File: src/rtl/qx_pkg.sv
package qx_pkg;

  // width of the quasi-bidirectional port
  localparam int QX_PORT_W = 8;

  // fixed upper four address bits of each variant
  localparam logic [3:0] QX_ADDR_FIXED_BASE = 4'h4; // 7-bit range 20h..27h
  localparam logic [3:0] QX_ADDR_FIXED_ALT = 4'h7; // 7-bit range 38h..3Fh

  // value of the port register after reset: every pin a weak-high input
  localparam logic [7:0] QX_PORT_RESET = 8'hFF;

  // direction bit of the address byte
  localparam logic QX_DIR_READ = 1'b1;

  // bit count of one byte on the bus
  localparam logic [3:0] QX_BYTE_BITS = 4'h8;

  // position of each pin inside the synchronised bundle
  localparam int QX_POS_SCL = 0;
  localparam int QX_POS_SDA = 1;
  localparam int QX_POS_IO = 2; // eight port pins from here
  localparam int QX_POS_STRAP = 10; // three strap pins, lo first
  localparam int QX_POS_ALT = 13; // variant select strap
  localparam int QX_SYNC_W = 14;

  // reset level of the synchronised bundle: lines idle high
  localparam logic [13:0] QX_SYNC_RESET = 14'h03FF;

  // bus-side states of the serial slave
  typedef enum logic [2:0] {
    QX_IDLE,
    QX_ADDR,
    QX_ADDR_ACK,
    QX_WR_DATA,
    QX_WR_ACK,
    QX_RD_DATA,
    QX_RD_ACK,
    QX_IGNORE
  } qx_state_t;

endpackage

File: src/rtl/qx_sync_if.sv
`timescale 1ns/1ps
// carries raw pin levels into the synchroniser and filtered levels back
interface qx_sync_if #(
  parameter int W = 14
);
  logic [W-1:0] raw; // asynchronous pin levels
  logic [W-1:0] level; // filtered, clock-domain levels

  modport sync (input raw, output level);
  modport core (output raw, input level);
endinterface

File: src/rtl/qx_sync.sv
`timescale 1ns/1ps
// three-stage synchroniser; a bit changes once stages two and three agree
module qx_sync
  import qx_pkg::*;
#(
  parameter int W = 14,
  parameter logic [W-1:0] RST_VAL = '1
) (
  input wire logic ref_clk,
  input wire logic rst,
  input wire logic ce,
  qx_sync_if.sync pins
);

  logic [W-1:0] stage1; // metastability catcher, read only by stage2
  logic [W-1:0] stage2;
  logic [W-1:0] stage3;
  logic [W-1:0] level;
  logic [W-1:0] next_level;

  // accept a new level only where the two settled stages agree
  always_comb begin
    next_level = ((stage2 ~^ stage3) & stage3) |
                 ((stage2 ^ stage3) & level);
  end

  // register the chain and the filtered level
  always_ff @(posedge ref_clk) begin
    if (rst) begin
      stage1 <= RST_VAL;
      stage2 <= RST_VAL;
      stage3 <= RST_VAL;
      level <= RST_VAL;
    end else if (ce) begin
      stage1 <= pins.raw;
      stage2 <= stage1;
      stage3 <= stage2;
      level <= next_level;
    end
  end

  assign pins.level = level;

endmodule // qx_sync

File: src/rtl/qx_expander.sv
`timescale 1ns/1ps
module qx_expander
  import qx_pkg::*;
#(
  parameter int PORT_W = QX_PORT_W
) (
  input wire logic ref_clk,
  input wire logic rst,
  input wire logic ce,
  input wire logic scl_in,
  input wire logic sda_in,
  output logic sda_out,
  output logic sda_oe,
  input wire logic [PORT_W-1:0] io_in,
  output logic [PORT_W-1:0] io_out,
  output logic [PORT_W-1:0] io_oe,
  output logic [PORT_W-1:0] io_weak_en,
  input wire logic addr_strap_hi,
  input wire logic addr_strap_mid,
  input wire logic addr_strap_lo,
  input wire logic alt_variant,
  output logic [PORT_W-1:0] port_data_q,
  output logic bus_busy
);

  // the address match is used only on the bus path, at the end of the address byte
  function automatic logic addr_hit(input logic [6:0] addr,
                                    input logic [2:0] straps,
                                    input logic alt);
    logic [3:0] fixed;
    fixed = alt ? QX_ADDR_FIXED_ALT : QX_ADDR_FIXED_BASE;
    return addr == {fixed, straps};
  endfunction

  // one bundle keeps every pin on the same filter delay, so scl and sda
  // are never seen in the wrong order by the bus logic; the cost is a
  // few cycles of lag, far below a standard-mode half bit
  qx_sync_if #(.W(QX_SYNC_W)) sync_bus ();

  // all pins enter through the same three-stage filter
  assign sync_bus.raw = {alt_variant, addr_strap_hi, addr_strap_mid,
                         addr_strap_lo, io_in, sda_in, scl_in};

  qx_sync #(
    .W(QX_SYNC_W),
    .RST_VAL(QX_SYNC_RESET)
  ) u_sync (
    .ref_clk(ref_clk),
    .rst(rst),
    .ce(ce),
    .pins(sync_bus.sync)
  );

  // filtered pin levels
  logic scl_lvl; // serial clock after filter
  logic sda_lvl; // serial data after filter
  logic [PORT_W-1:0] io_lvl; // live port pin levels
  logic [2:0] strap_lvl; // address straps
  logic alt_lvl; // variant select

  assign scl_lvl = sync_bus.level[QX_POS_SCL];
  assign sda_lvl = sync_bus.level[QX_POS_SDA];
  assign io_lvl = sync_bus.level[QX_POS_IO +: PORT_W];
  assign strap_lvl = sync_bus.level[QX_POS_STRAP +: 3];
  assign alt_lvl = sync_bus.level[QX_POS_ALT];
  // straps are filtered like the bus lines; a strap moved in the middle
  // of a transfer only counts for the next address byte

  // previous filtered levels for edge detection
  logic scl_prev;
  logic sda_prev;

  // edge and bus-condition strobes, one cycle each
  logic scl_rise;
  logic scl_fall;
  logic start_cond;
  logic stop_cond;

  assign scl_rise = scl_lvl & ~scl_prev;
  assign scl_fall = ~scl_lvl & scl_prev;
  // data may only move while the clock is low; a move with clock high
  // is a bus condition
  assign start_cond = scl_lvl & scl_prev & sda_prev & ~sda_lvl;
  assign stop_cond = scl_lvl & scl_prev & ~sda_prev & sda_lvl;
  // limitation: a data and a clock change inside one filtered cycle
  // count as no condition; a standard-mode master never does that

  // bus state and datapath registers
  qx_state_t state;
  qx_state_t next_state;
  logic [3:0] bit_cnt; // bits moved in the current byte
  logic [3:0] next_bit_cnt;
  logic [7:0] rx_shift; // bits received, msb first
  logic [7:0] next_rx_shift;
  logic [7:0] tx_shift; // bits to send, msb first
  logic [7:0] next_tx_shift;
  logic is_read; // direction of the current transfer
  logic next_is_read;
  logic master_ack; // master answer to the last sent byte
  logic next_master_ack;
  logic [PORT_W-1:0] port_data; // the one and only port register
  logic [PORT_W-1:0] next_port_data;
  logic boost; // strong pull-up window for ones
  logic next_boost;
  logic sda_drive; // pull serial data low
  logic next_sda_drive;
  logic [PORT_W-1:0] io_drive; // strong drive enables per pin
  logic [PORT_W-1:0] next_io_drive;
  // drive enables are registered so the pins never see decode glitches

  // next-state logic of the serial slave
  always_comb begin
    next_state = state;
    next_bit_cnt = bit_cnt;
    next_rx_shift = rx_shift;
    next_tx_shift = tx_shift;
    next_is_read = is_read;
    next_master_ack = master_ack;
    next_port_data = port_data;
    next_boost = boost;
    // every branch below starts from the held values above, so no latch
    // is inferred and a quiet bus leaves all state untouched

    if (start_cond) begin
      // a start or repeated start always begins a fresh address byte
      next_state = QX_ADDR;
      next_bit_cnt = '0;
      next_boost = 1'b0;
    end else if (stop_cond) begin
      // port keeps the value of the last acknowledged byte;
      // a partly received or unsent byte is simply dropped
      next_state = QX_IDLE;
      next_bit_cnt = '0;
      next_boost = 1'b0;
    end else begin
      case (state)
        QX_IDLE: begin
          // wait for a start; everything else on the bus is ignored
          // a stop or stray clocking while idle changes nothing here
          next_state = QX_IDLE;
        end
        QX_ADDR, QX_WR_DATA: begin
          // sample data on the clock rise, msb first
          if (scl_rise) begin
            next_rx_shift = {rx_shift[6:0], sda_lvl};
            next_bit_cnt = bit_cnt + 4'h1;
          end
          // the fall after the eighth bit opens the acknowledge slot
          // the count reaches eight on the eighth rise, then waits here
          if (scl_fall && bit_cnt == QX_BYTE_BITS) begin
            next_bit_cnt = '0;
            if (state == QX_WR_DATA) begin
              next_state = QX_WR_ACK;
            end else if (addr_hit(rx_shift[7:1], strap_lvl, alt_lvl)) begin
              next_is_read = (rx_shift[0] == QX_DIR_READ);
              next_state = QX_ADDR_ACK;
            end else begin
              next_state = QX_IGNORE;
            end
          end
        end
        QX_ADDR_ACK: begin
          // a read samples the live pins while the ack clock is high
          // a write only holds the ack low here; no boost on this slot
          if (scl_rise && is_read) begin
            next_tx_shift = io_lvl;
          end
          if (scl_fall) begin
            next_state = is_read ? QX_RD_DATA : QX_WR_DATA;
          end
        end
        QX_WR_ACK: begin
          // the received byte reaches the pins as the ack clock rises;
          // each byte overwrites the previous one, no count limit
          if (scl_rise) begin
            next_port_data = rx_shift;
            next_boost = 1'b1;
          end
          // boost ends with the high half of the ack clock
          // so a pin held low from outside is only fought for half a bit
          if (scl_fall) begin
            next_boost = 1'b0;
            next_state = QX_WR_DATA;
          end
        end
        QX_RD_DATA: begin
          // shift on each fall; the eighth fall hands sda to the master
          // a one is shifted in behind so a stray extra fall releases sda
          if (scl_fall) begin
            next_tx_shift = {tx_shift[6:0], 1'b1};
            next_bit_cnt = bit_cnt + 4'h1;
            if (bit_cnt == QX_BYTE_BITS - 4'h1) begin
              next_bit_cnt = '0;
              next_state = QX_RD_ACK;
            end
          end
        end
        QX_RD_ACK: begin
          // master answer sampled on the rise; pins taken for next byte
          if (scl_rise) begin
            next_master_ack = ~sda_lvl;
            next_tx_shift = io_lvl;
          end
          // a nack means the master ends with a stop; stay off the bus
          // the answer was taken at the rise, so a late sda glitch in
          // the high half cannot flip the decision
          if (scl_fall) begin
            next_state = master_ack ? QX_RD_DATA : QX_IGNORE;
          end
        end
        QX_IGNORE: begin
          // released until the next start or stop
          next_state = QX_IGNORE;
        end
        // an illegal code falls back to idle and waits for a start
        default: begin
          next_state = QX_IDLE;
        end
      endcase
    end
  end

  // output drive follows the next state so both change together
  always_comb begin
    // address and write acknowledge slots pull low; a read pulls low for each zero
    next_sda_drive = (next_state == QX_ADDR_ACK) ||
                     (next_state == QX_WR_ACK) ||
                     (next_state == QX_RD_DATA && !next_tx_shift[7]);
    // decoding the next state keeps the ack edge level with the state
    // change instead of one cycle behind it
    // zeros sink for good, ones drive high only inside the boost
    next_io_drive = ~next_port_data | {PORT_W{next_boost}};
  end

  // register every piece of bus state; ce freezes it all
  always_ff @(posedge ref_clk) begin
    if (rst) begin
      // reset reinitialises the bus machine and makes all pins inputs
      state <= QX_IDLE;
      bit_cnt <= '0;
      rx_shift <= '0;
      tx_shift <= '1;
      is_read <= 1'b0;
      master_ack <= 1'b0;
      port_data <= QX_PORT_RESET;
      boost <= 1'b0;
      sda_drive <= 1'b0;
      io_drive <= '0;
      // edge history idles high like the lines, so no false edge follows
      scl_prev <= 1'b1;
      sda_prev <= 1'b1;
    end else if (ce) begin
      // with ce low nothing moves, so a frozen block keeps its pins
      state <= next_state;
      bit_cnt <= next_bit_cnt;
      rx_shift <= next_rx_shift;
      tx_shift <= next_tx_shift;
      is_read <= next_is_read;
      master_ack <= next_master_ack;
      port_data <= next_port_data;
      boost <= next_boost;
      sda_drive <= next_sda_drive;
      io_drive <= next_io_drive;
      scl_prev <= scl_lvl;
      sda_prev <= sda_lvl;
    end
  end

  // open-drain serial data: the level is always low when enabled
  assign sda_out = 1'b0;
  assign sda_oe = sda_drive;
  // the line is only ever released or pulled, never driven high, so
  // another device pulling at the same time cannot cause contention

  // strong drive level equals the latched bit: low sinks, high boosts
  assign io_out = port_data;
  assign io_oe = io_drive;
  // weak source stays on for every bit latched high
  assign io_weak_en = port_data;
  // outside the boost, an outside low on a pin latched high only fights the weak source,
  // which is how a pin latched high doubles as an input

  // status views of the block
  assign port_data_q = port_data;
  assign bus_busy = (state != QX_IDLE);
  // busy also covers an ignored transfer, up to its stop

endmodule // qx_expander

File: config.mk
export PLATFORM = sky130hd
export DESIGN_NAME = qx_expander
export DESIGN_NICKNAME = d
export VERILOG_FILES = /design/src/rtl/qx_pkg.sv /design/src/rtl/qx_sync_if.sv /design/src/rtl/qx_sync.sv /design/src/rtl/qx_expander.sv
export SDC_FILE = /design/constraint.sdc
export NUM_CORES = 1
export LEC_CHECK = 0
export CELL_PAD_IN_SITES_DETAIL_PLACEMENT = 0
export CELL_PAD_IN_SITES_GLOBAL_PLACEMENT = 1
export CORE_UTILIZATION = 48
export DETAILED_ROUTE_END_ITERATION = 12
export DONT_BUFFER_PORTS = 1
export GPL_TIMING_DRIVEN = 0
export HOLD_SLACK_MARGIN = 0.12
export PLACE_DENSITY_LB_ADDON = 0.1
export SYNTH_ARGS = -nofsm -noshare
export SYNTH_HDL_FRONTEND = slang
export SYNTH_SLANG_ARGS = --single-unit
File: constraint.sdc
create_clock -name ref_clk -period 2.55 [get_ports ref_clk]
set_input_delay 0 -clock ref_clk [delete_from_list [all_inputs] [get_ports ref_clk]]
set_output_delay 0 -clock ref_clk [all_outputs]
set_load 0.01 [all_outputs]
==> results of run 1 <==
synth_stat cells, drive strengths merged:
master and count:
nor3 20, o21a 1, conb 1, dfxtp 101
ha 16, nor4b 1, a211oi 1, o211a 1
o22a 2, and3 4, buf 26, a31oi 2
nand3b 3, o32ai 1, o21ai 26, or3 4
or2 4, clkbuf 24, mux2i 63, nor2 44
a211o 1, a22o 1, nand4b 2, and4bb 2
nor3b 3, nand3 3, a221o 1, xnor2 3
o211ai 2, a22oi 6, o311ai 1, or4 4
a21oi 35, xor2 2, nor2b 2, nand2b 5
o31ai 6, and2b 1, or3b 1, inv 7
nor4 1, nand2 61
cell families (layout without fill, tap and decap cells):
| kind of cell | Yosys count | in the layout | share of synthesized area |
|---|---|---|---|
| multiplexers | 63 | 63 | 0.138 |
| adder cells (fa/ha/maj) | 16 | 16 | 0.0437 |
| AND/OR/NAND/NOR | 165 | 165 | 0.180 |
| flip-flops | 101 | 101 | 0.441 |
| XOR/XNOR | 5 | 5 | 0.00956 |
| AO/OA/AOI/OAI | 87 | 87 | 0.113 |
| other | 1 | 1 | 0.000819 |
| buffers and inverters | 57 | 90 | 0.0740 |
power by group through the flow:
stage	registers, uW	clock network [uW]	logic (uW)
after floorplan	1710	0	235
final	1680	981	316
after detailed placement	1720	0	293
after CTS	1680	1020	315
after global placement	1720	0	288
after global routing	1690	1080	349
cells in the final DEF, fill, tap and decap left out, types with 3 or more instances in the layout:
cell / synthesis / layout
nor3_1: 19 / 19
buf_6: 3 / 3
clkbuf_1: 22 / 23
and3_1: 3 / 3
nor3b_1: 3 / 3
nand3b_1: 3 / 3
mux2i_1: 63 / 63
o21ai_0: 25 / 25
nor2_1: 43 / 43
or3_1: 4 / 4
xnor2_1: 3 / 3
a21oi_1: 35 / 35
buf_4: 18 / 18
o31ai_1: 5 / 5
dfxtp_1: 101 / 101
nand3_1: 3 / 3
clkbuf_8: 2 / 11
nand2b_1: 4 / 4
or2_2: 3 / 3
buf_2: 3 / 3
inv_1: 5 / 5
ha_1: 16 / 16
a22oi_1: 6 / 6
nand2_1: 61 / 61
or4_1: 4 / 4
dlygate4sd3_1: 0 / 17
critical path: stages, from the launching register on:
cell	delay [ns]
dfxtp_1	0.45
clkbuf_1	0.43
nand3_1	0.14
o22a_1	0.18
nor2_1	0.10
o311ai_1	0.14
o211a_1	0.24
dlygate4sd3_1	0.58
repair_timing:
action / CTS / global route
endpoints found under the setup margin: 0 / 1
resized for setup: 0 / 1
hold endpoints to repair: 32 / 0
hold buffers: 17 / 0
area by class of cell:
| type | instances | area [sq um] |
|---|---|---|
| fillers | 883 | 4140 |
| plain buffers | 50 | 313 |
| multi-input cells | 337 | 2220 |
| inverters | 7 | 26.3 |
| flip-flops and latches | 101 | 2020 |
| clock inverters | 6 | 63.8 |
| repair buffers | 17 | 170 |
| well taps | 129 | 161 |
| clock buffers | 10 | 128 |
routing by layer:
layer	vias up	track usage
li1	1763	-
met5	-	0
met2	81	0.340
met4	0	0.0600
met1	1620	0.281
met3	13	0.0471
through the flow:
stage | hold WS, ns | util | area (sq um) | worst slack [ns] | instances
finish | 0.294 | 0.552 | 5100 | 0.195 | 657
detailed placement | 0.135 | 0.513 | 4740 | 0.500 | 624
global placement | 0.130 | 0.513 | 4740 | 0.500 | 624
floorplan | 0.128 | - | 4580 | 0.747 | 495
global route | 0.273 | 0.552 | 5100 | 0.0539 | 657
CTS | 0.268 | 0.552 | 5100 | 0.164 | 657
path summary, 6_finish.rpt:
| path | endpoint | cells after the start |
|---|---|---|
| hold reg to reg | u_sync.pins.level[6] | 2 |
| setup / recovery | state[0] | 7 |
| setup reg to reg | state[0] | 7 |
| hold / removal | u_sync.stage1[1] | 3 |
registers in the layout (all words and copies together) (netlist names), 8 cells and up:
name and cells:
io_oe 8, tx_shift 8, u_sync.stage2 14, u_sync.pins.level 14, u_sync.stage3 14, rx_shift 8, u_sync.stage1 14, io_out 8
==> flow_metrics.py, run 1 <==
metrics = {
    "logic_synthesis": {
        "ys_warn_count": 0,
        "synthCells": 495,
        "ys_seq_area_frac": 0.441,
        "avgSynthCellArea_sq_um": 9.25,
        "ys_ff_latch": 101,
        "synth_fp_nets": 528,
        "yosys.area.top_type": "dfxtp_1",
        "synth_cell_types": 55,
        "synthTopCellsByArea": "dfxtp_1, mux2i_1, nand2_1",
        "netlist_area_sq_um": 4580,
        "yosys.area.top_type_share": 0.441,
    },
    "timing": {
        "tightest_slew_ns": 0.864,
        "slew_headroom": 0.424,
        "drv_slew": 0,
        "finClkSkew_ns": 0.0140,
        "rsz0062_at_grt": "no",
        "timing.final.crit_period_ns": 2.36,
        "hold_viol": 0,
        "fmax_mhz": 425,
        "period_share": 0.924,
        "setup_tns_ns": 0,
        "finalSetupViolations": 0,
    },
    "power_and_ir_drop": {
        "power.density_nw_per_um2": 584,
        "clkPwrFrac": 0.329,
        "power_frac_comb": 0.106,
        "netSwitchingFraction": 0.277,
        "power.internal_uw": 2150,
        "total_power_uw": 2980,
        "p_switching_uw": 825,
        "p_leak_uw": 0.00206,
        "ir_worst_vdd_v": 0.000426,
        "p_seq_frac": 0.565,
    },
    "global_routing": {
        "grt_pass1_wl_um": 16300,
        "grt_pass1_vias": 3228,
        "grt_usage": 0.210,
        "grt_overflow": 0,
        "grt_max_degree": 20,
        "grt_antenna_before_repair": 0,
    },
    "hold_path": {
        "min_from": "sda_in",
        "hold_class": "input port to flip-flop",
    },
    "drt": {
        "via_count": 3477,
        "first_iter_violations": 198,
        "top_layer": "met4",
        "finalWirelength_um": 9950,
        "drt-met1-wl_um": 4780,
        "drc": 0,
        "wl_met2_um": 4600,
        "viasPerCell": 5.29,
        "wl_met3_um": 421,
        "first_pass_iters": 5,
        "routedWlPerCell_um": 15.1,
        "ant_nets": 0,
    },
    "worst_setup_path": {
        "endpoint_kind": "flip-flop",
        "crit_start": "state[0]",
        "reg2reg_slack_ns": 0.19,
        "critPathLaunchType": "flip-flop",
        "crit_fanout": 10,
        "crit_type": "flip-flop to flip-flop",
        "rr_startpoint": "state[0]",
        "critPathArrivalTime_ns": 2.60,
        "cp.required_ns": 2.80,
    },
    "floorplanning": {
        "initial_core_util": 0.496,
        "ios": 52,
        "dieWidth_um": 99.7,
        "die_y_um": 99.7,
        "dieArea_sq_um": 9940,
        "core_area_sq_um": 9240,
        "row_count": 35,
    },
    "clock_tree": {
        "numCtsBuffers": 9,
        "insertion_delay_ns": 0.37,
        "root_buffer": "clkbuf_8",
        "cts_tree": "built",
        "cts_setup_buffers": 0,
        "clock_sinks": 101,
        "path_clk_slew_ns": 0.11,
        "h-tree-depth": 3,
        "cts_buffer_depth": 2,
    },
    "outcome": {
        "status": "completed",
    },
    "placed_design": {
        "hpwl_um": 7070,
        "port_buffers": 0,
        "place_congestion": 0.925,
    },
    "job": {
        "maxCapViolCount": 0,
    },
    "layout": {
        "drive_above_1_share": 0.104,
        "synthToLayoutAreaGrowth_pct": 11.4,
        "antenna_cells": 0,
        "layout.nets": 556,
    },
}
Note: power is estimated with default switching activity, not from simulation.
==> inputs of run 2 (changes only) <==
Clock period 2.55 ns to 2.3 ns, I/O delays scaled along.
==> flow_metrics.py, run 2 (synthesis results as in run 1) <==
metrics = {
    "placed_design": {
        "place_congestion": 0.925,
        "hpwl_um": 7070,
        "post-place-ws_ns": 0.250,
        "port_buffers": 0,
        "dp_cells": 624,
    },
    "drt": {
        "routedWlPerCell_um": 15.1,
        "drc": 0,
        "first_iter_violations": 219,
        "first_pass_iters": 5,
        "via_count": 3499,
        "ant_nets": 0,
        "finalWirelength_um": 9890,
        "viasPerCell": 5.33,
    },
    "clock_tree": {
        "path_clk_slew_ns": 0.11,
        "ctsResizeCount": 0,
        "cts_buffer_depth": 2,
        "cts_tree": "built",
        "insertion_delay_ns": 0.37,
        "clock_sinks": 101,
        "numCtsBuffers": 9,
        "root_buffer": "clkbuf_8",
        "h-tree-depth": 3,
    },
    "timing": {
        "tightest_slew_ns": 0.872,
        "finalSetupViolations": 0,
        "finClkSkew_ns": 0.0142,
        "layout_setup_ws_ns": 0.235,
        "setup_tns_ns": 0,
        "hold_viol": 0,
        "timing.final.crit_period_ns": 2.07,
        "period_share": 0.898,
        "rsz0062_at_grt": "no",
        "slew_headroom": 0.419,
        "drv_slew": 0,
        "fmax_mhz": 484,
    },
    "global_routing": {
        "grt_max_degree": 20,
        "grt_pass1_vias": 3207,
        "grt_pass1_wl_um": 16300,
        "grt_usage": 0.210,
        "grt_overflow": 0,
        "grt_antenna_before_repair": 0,
    },
    "power_and_ir_drop": {
        "p_seq_frac": 0.565,
        "p_leak_uw": 0.00205,
        "p_switching_uw": 916,
        "netSwitchingFraction": 0.277,
        "power_frac_comb": 0.105,
        "ir_worst_vdd_v": 0.000472,
        "clkPwrFrac": 0.330,
        "power.internal_uw": 2390,
        "total_power_uw": 3300,
        "power.density_nw_per_um2": 648,
    },
    "floorplanning": {
        "dieArea_sq_um": 9940,
        "ios": 52,
        "core_area_sq_um": 9240,
        "dieWidth_um": 99.7,
        "row_count": 35,
        "die_y_um": 99.7,
        "initial_core_util": 0.496,
    },
    "worst_setup_path": {
        "r2r_cells": 5,
        "reg2reg_slack_ns": 0.23,
        "cpPeakStageDelay_ns": 0.66,
        "crit_type": "flip-flop to flip-flop",
        "slowest_stage": "a21oi_1",
        "critPathArrivalTime_ns": 2.35,
        "endpoint_kind": "flip-flop",
        "rr_endpoint": "io_oe[7]",
        "rr_startpoint": "state[0]",
        "crit_family": "compound AO/OA/AOI/OAI gates",
        "cpMostUsedCell": "nor3_1",
        "critPathLaunchType": "flip-flop",
        "cp.required_ns": 2.58,
        "crit_fanout": 10,
        "crit_start": "state[0]",
        "cp_cell_sequence": "clkbuf_1 -> o31ai_1 -> a21oi_1 -> nor3_1 -> nor3_1",
        "critical_path_buf_inv_count": 1,
    },
    "layout": {
        "drive_above_1_share": 0.104,
        "layout_common_cells": "dfxtp_1, mux2i_1, nand2_1, nor2_1, a21oi_1",
        "layout_commonest_cell": "dfxtp_1",
        "fin_util": 0.551,
        "synthToLayoutAreaGrowth_pct": 11.2,
        "finalNonFillerCells": 656,
        "layout.nets": 555,
        "antenna_cells": 0,
    },
    "hold_path": {
        "min_from": "sda_in",
        "hold_class": "input port to flip-flop",
        "min_to": "u_sync.stage1[1]",
        "min_delay_path_depth": 3,
    },
    "job": {
        "maxCapViolCount": 0,
    },
    "outcome": {
        "status": "completed",
    },
}
## run 2: final cells by class
type                       count  area [sq um]
inverter                       7          26.3
clock inverter                 6          63.8
multi-input combinational    337          2220
buffer                        50           313
fill                         881          4150
sequential                   101          2020
clock buffer                  10           128
tap                          129           161
timing repair buffer          16           160
## run 2: how the worst max path moves through the flow
stage | endpoint | depth (start not counted)
final | io_oe[7] | 5
after global routing | io_oe[2] | 7
after floorplan | tx_shift[7] | 8
after detailed placement | is_read | 8
after global placement | is_read | 8
after CTS | io_oe[7] | 7
## run 2: tightest hold or removal path: stages
cell	delay, ns
dlygate4sd3_1	0.52
mux2i_1	0.06
nand2_1	0.05
## run 2: repair_timing
action	CTS	global route
buffers inserted	0	0
hold endpoints to repair	32	0
hold buffers	16	0
## run 2: per-stage QoR
step / hold WS, ns / cell area, sq um
2_1_floorplan: 0.128 / 4580
3_3_place_gp: 0.130 / 4740
3_5_place_dp: 0.135 / 4740
4_1_cts: 0.268 / 5090
5_1_grt: 0.273 / 5090
6_report: 0.292 / 5090
## run 2: power by group through the flow
stage	clock [uW]	combinational (uW)	sequential (uW)
global route	1200	383	1880
floorplan	0	261	1890
detailed placement	0	324	1910
CTS	1130	348	1870
global placement	0	319	1910
finish	1090	347	1870
## run 2: layer usage
layer,GRT usage,part of all wire
met1,0.281,0.47
met2,0.341,0.47
met3,0.0471,0.048
met4,0.0554,0.014
met5,0,0
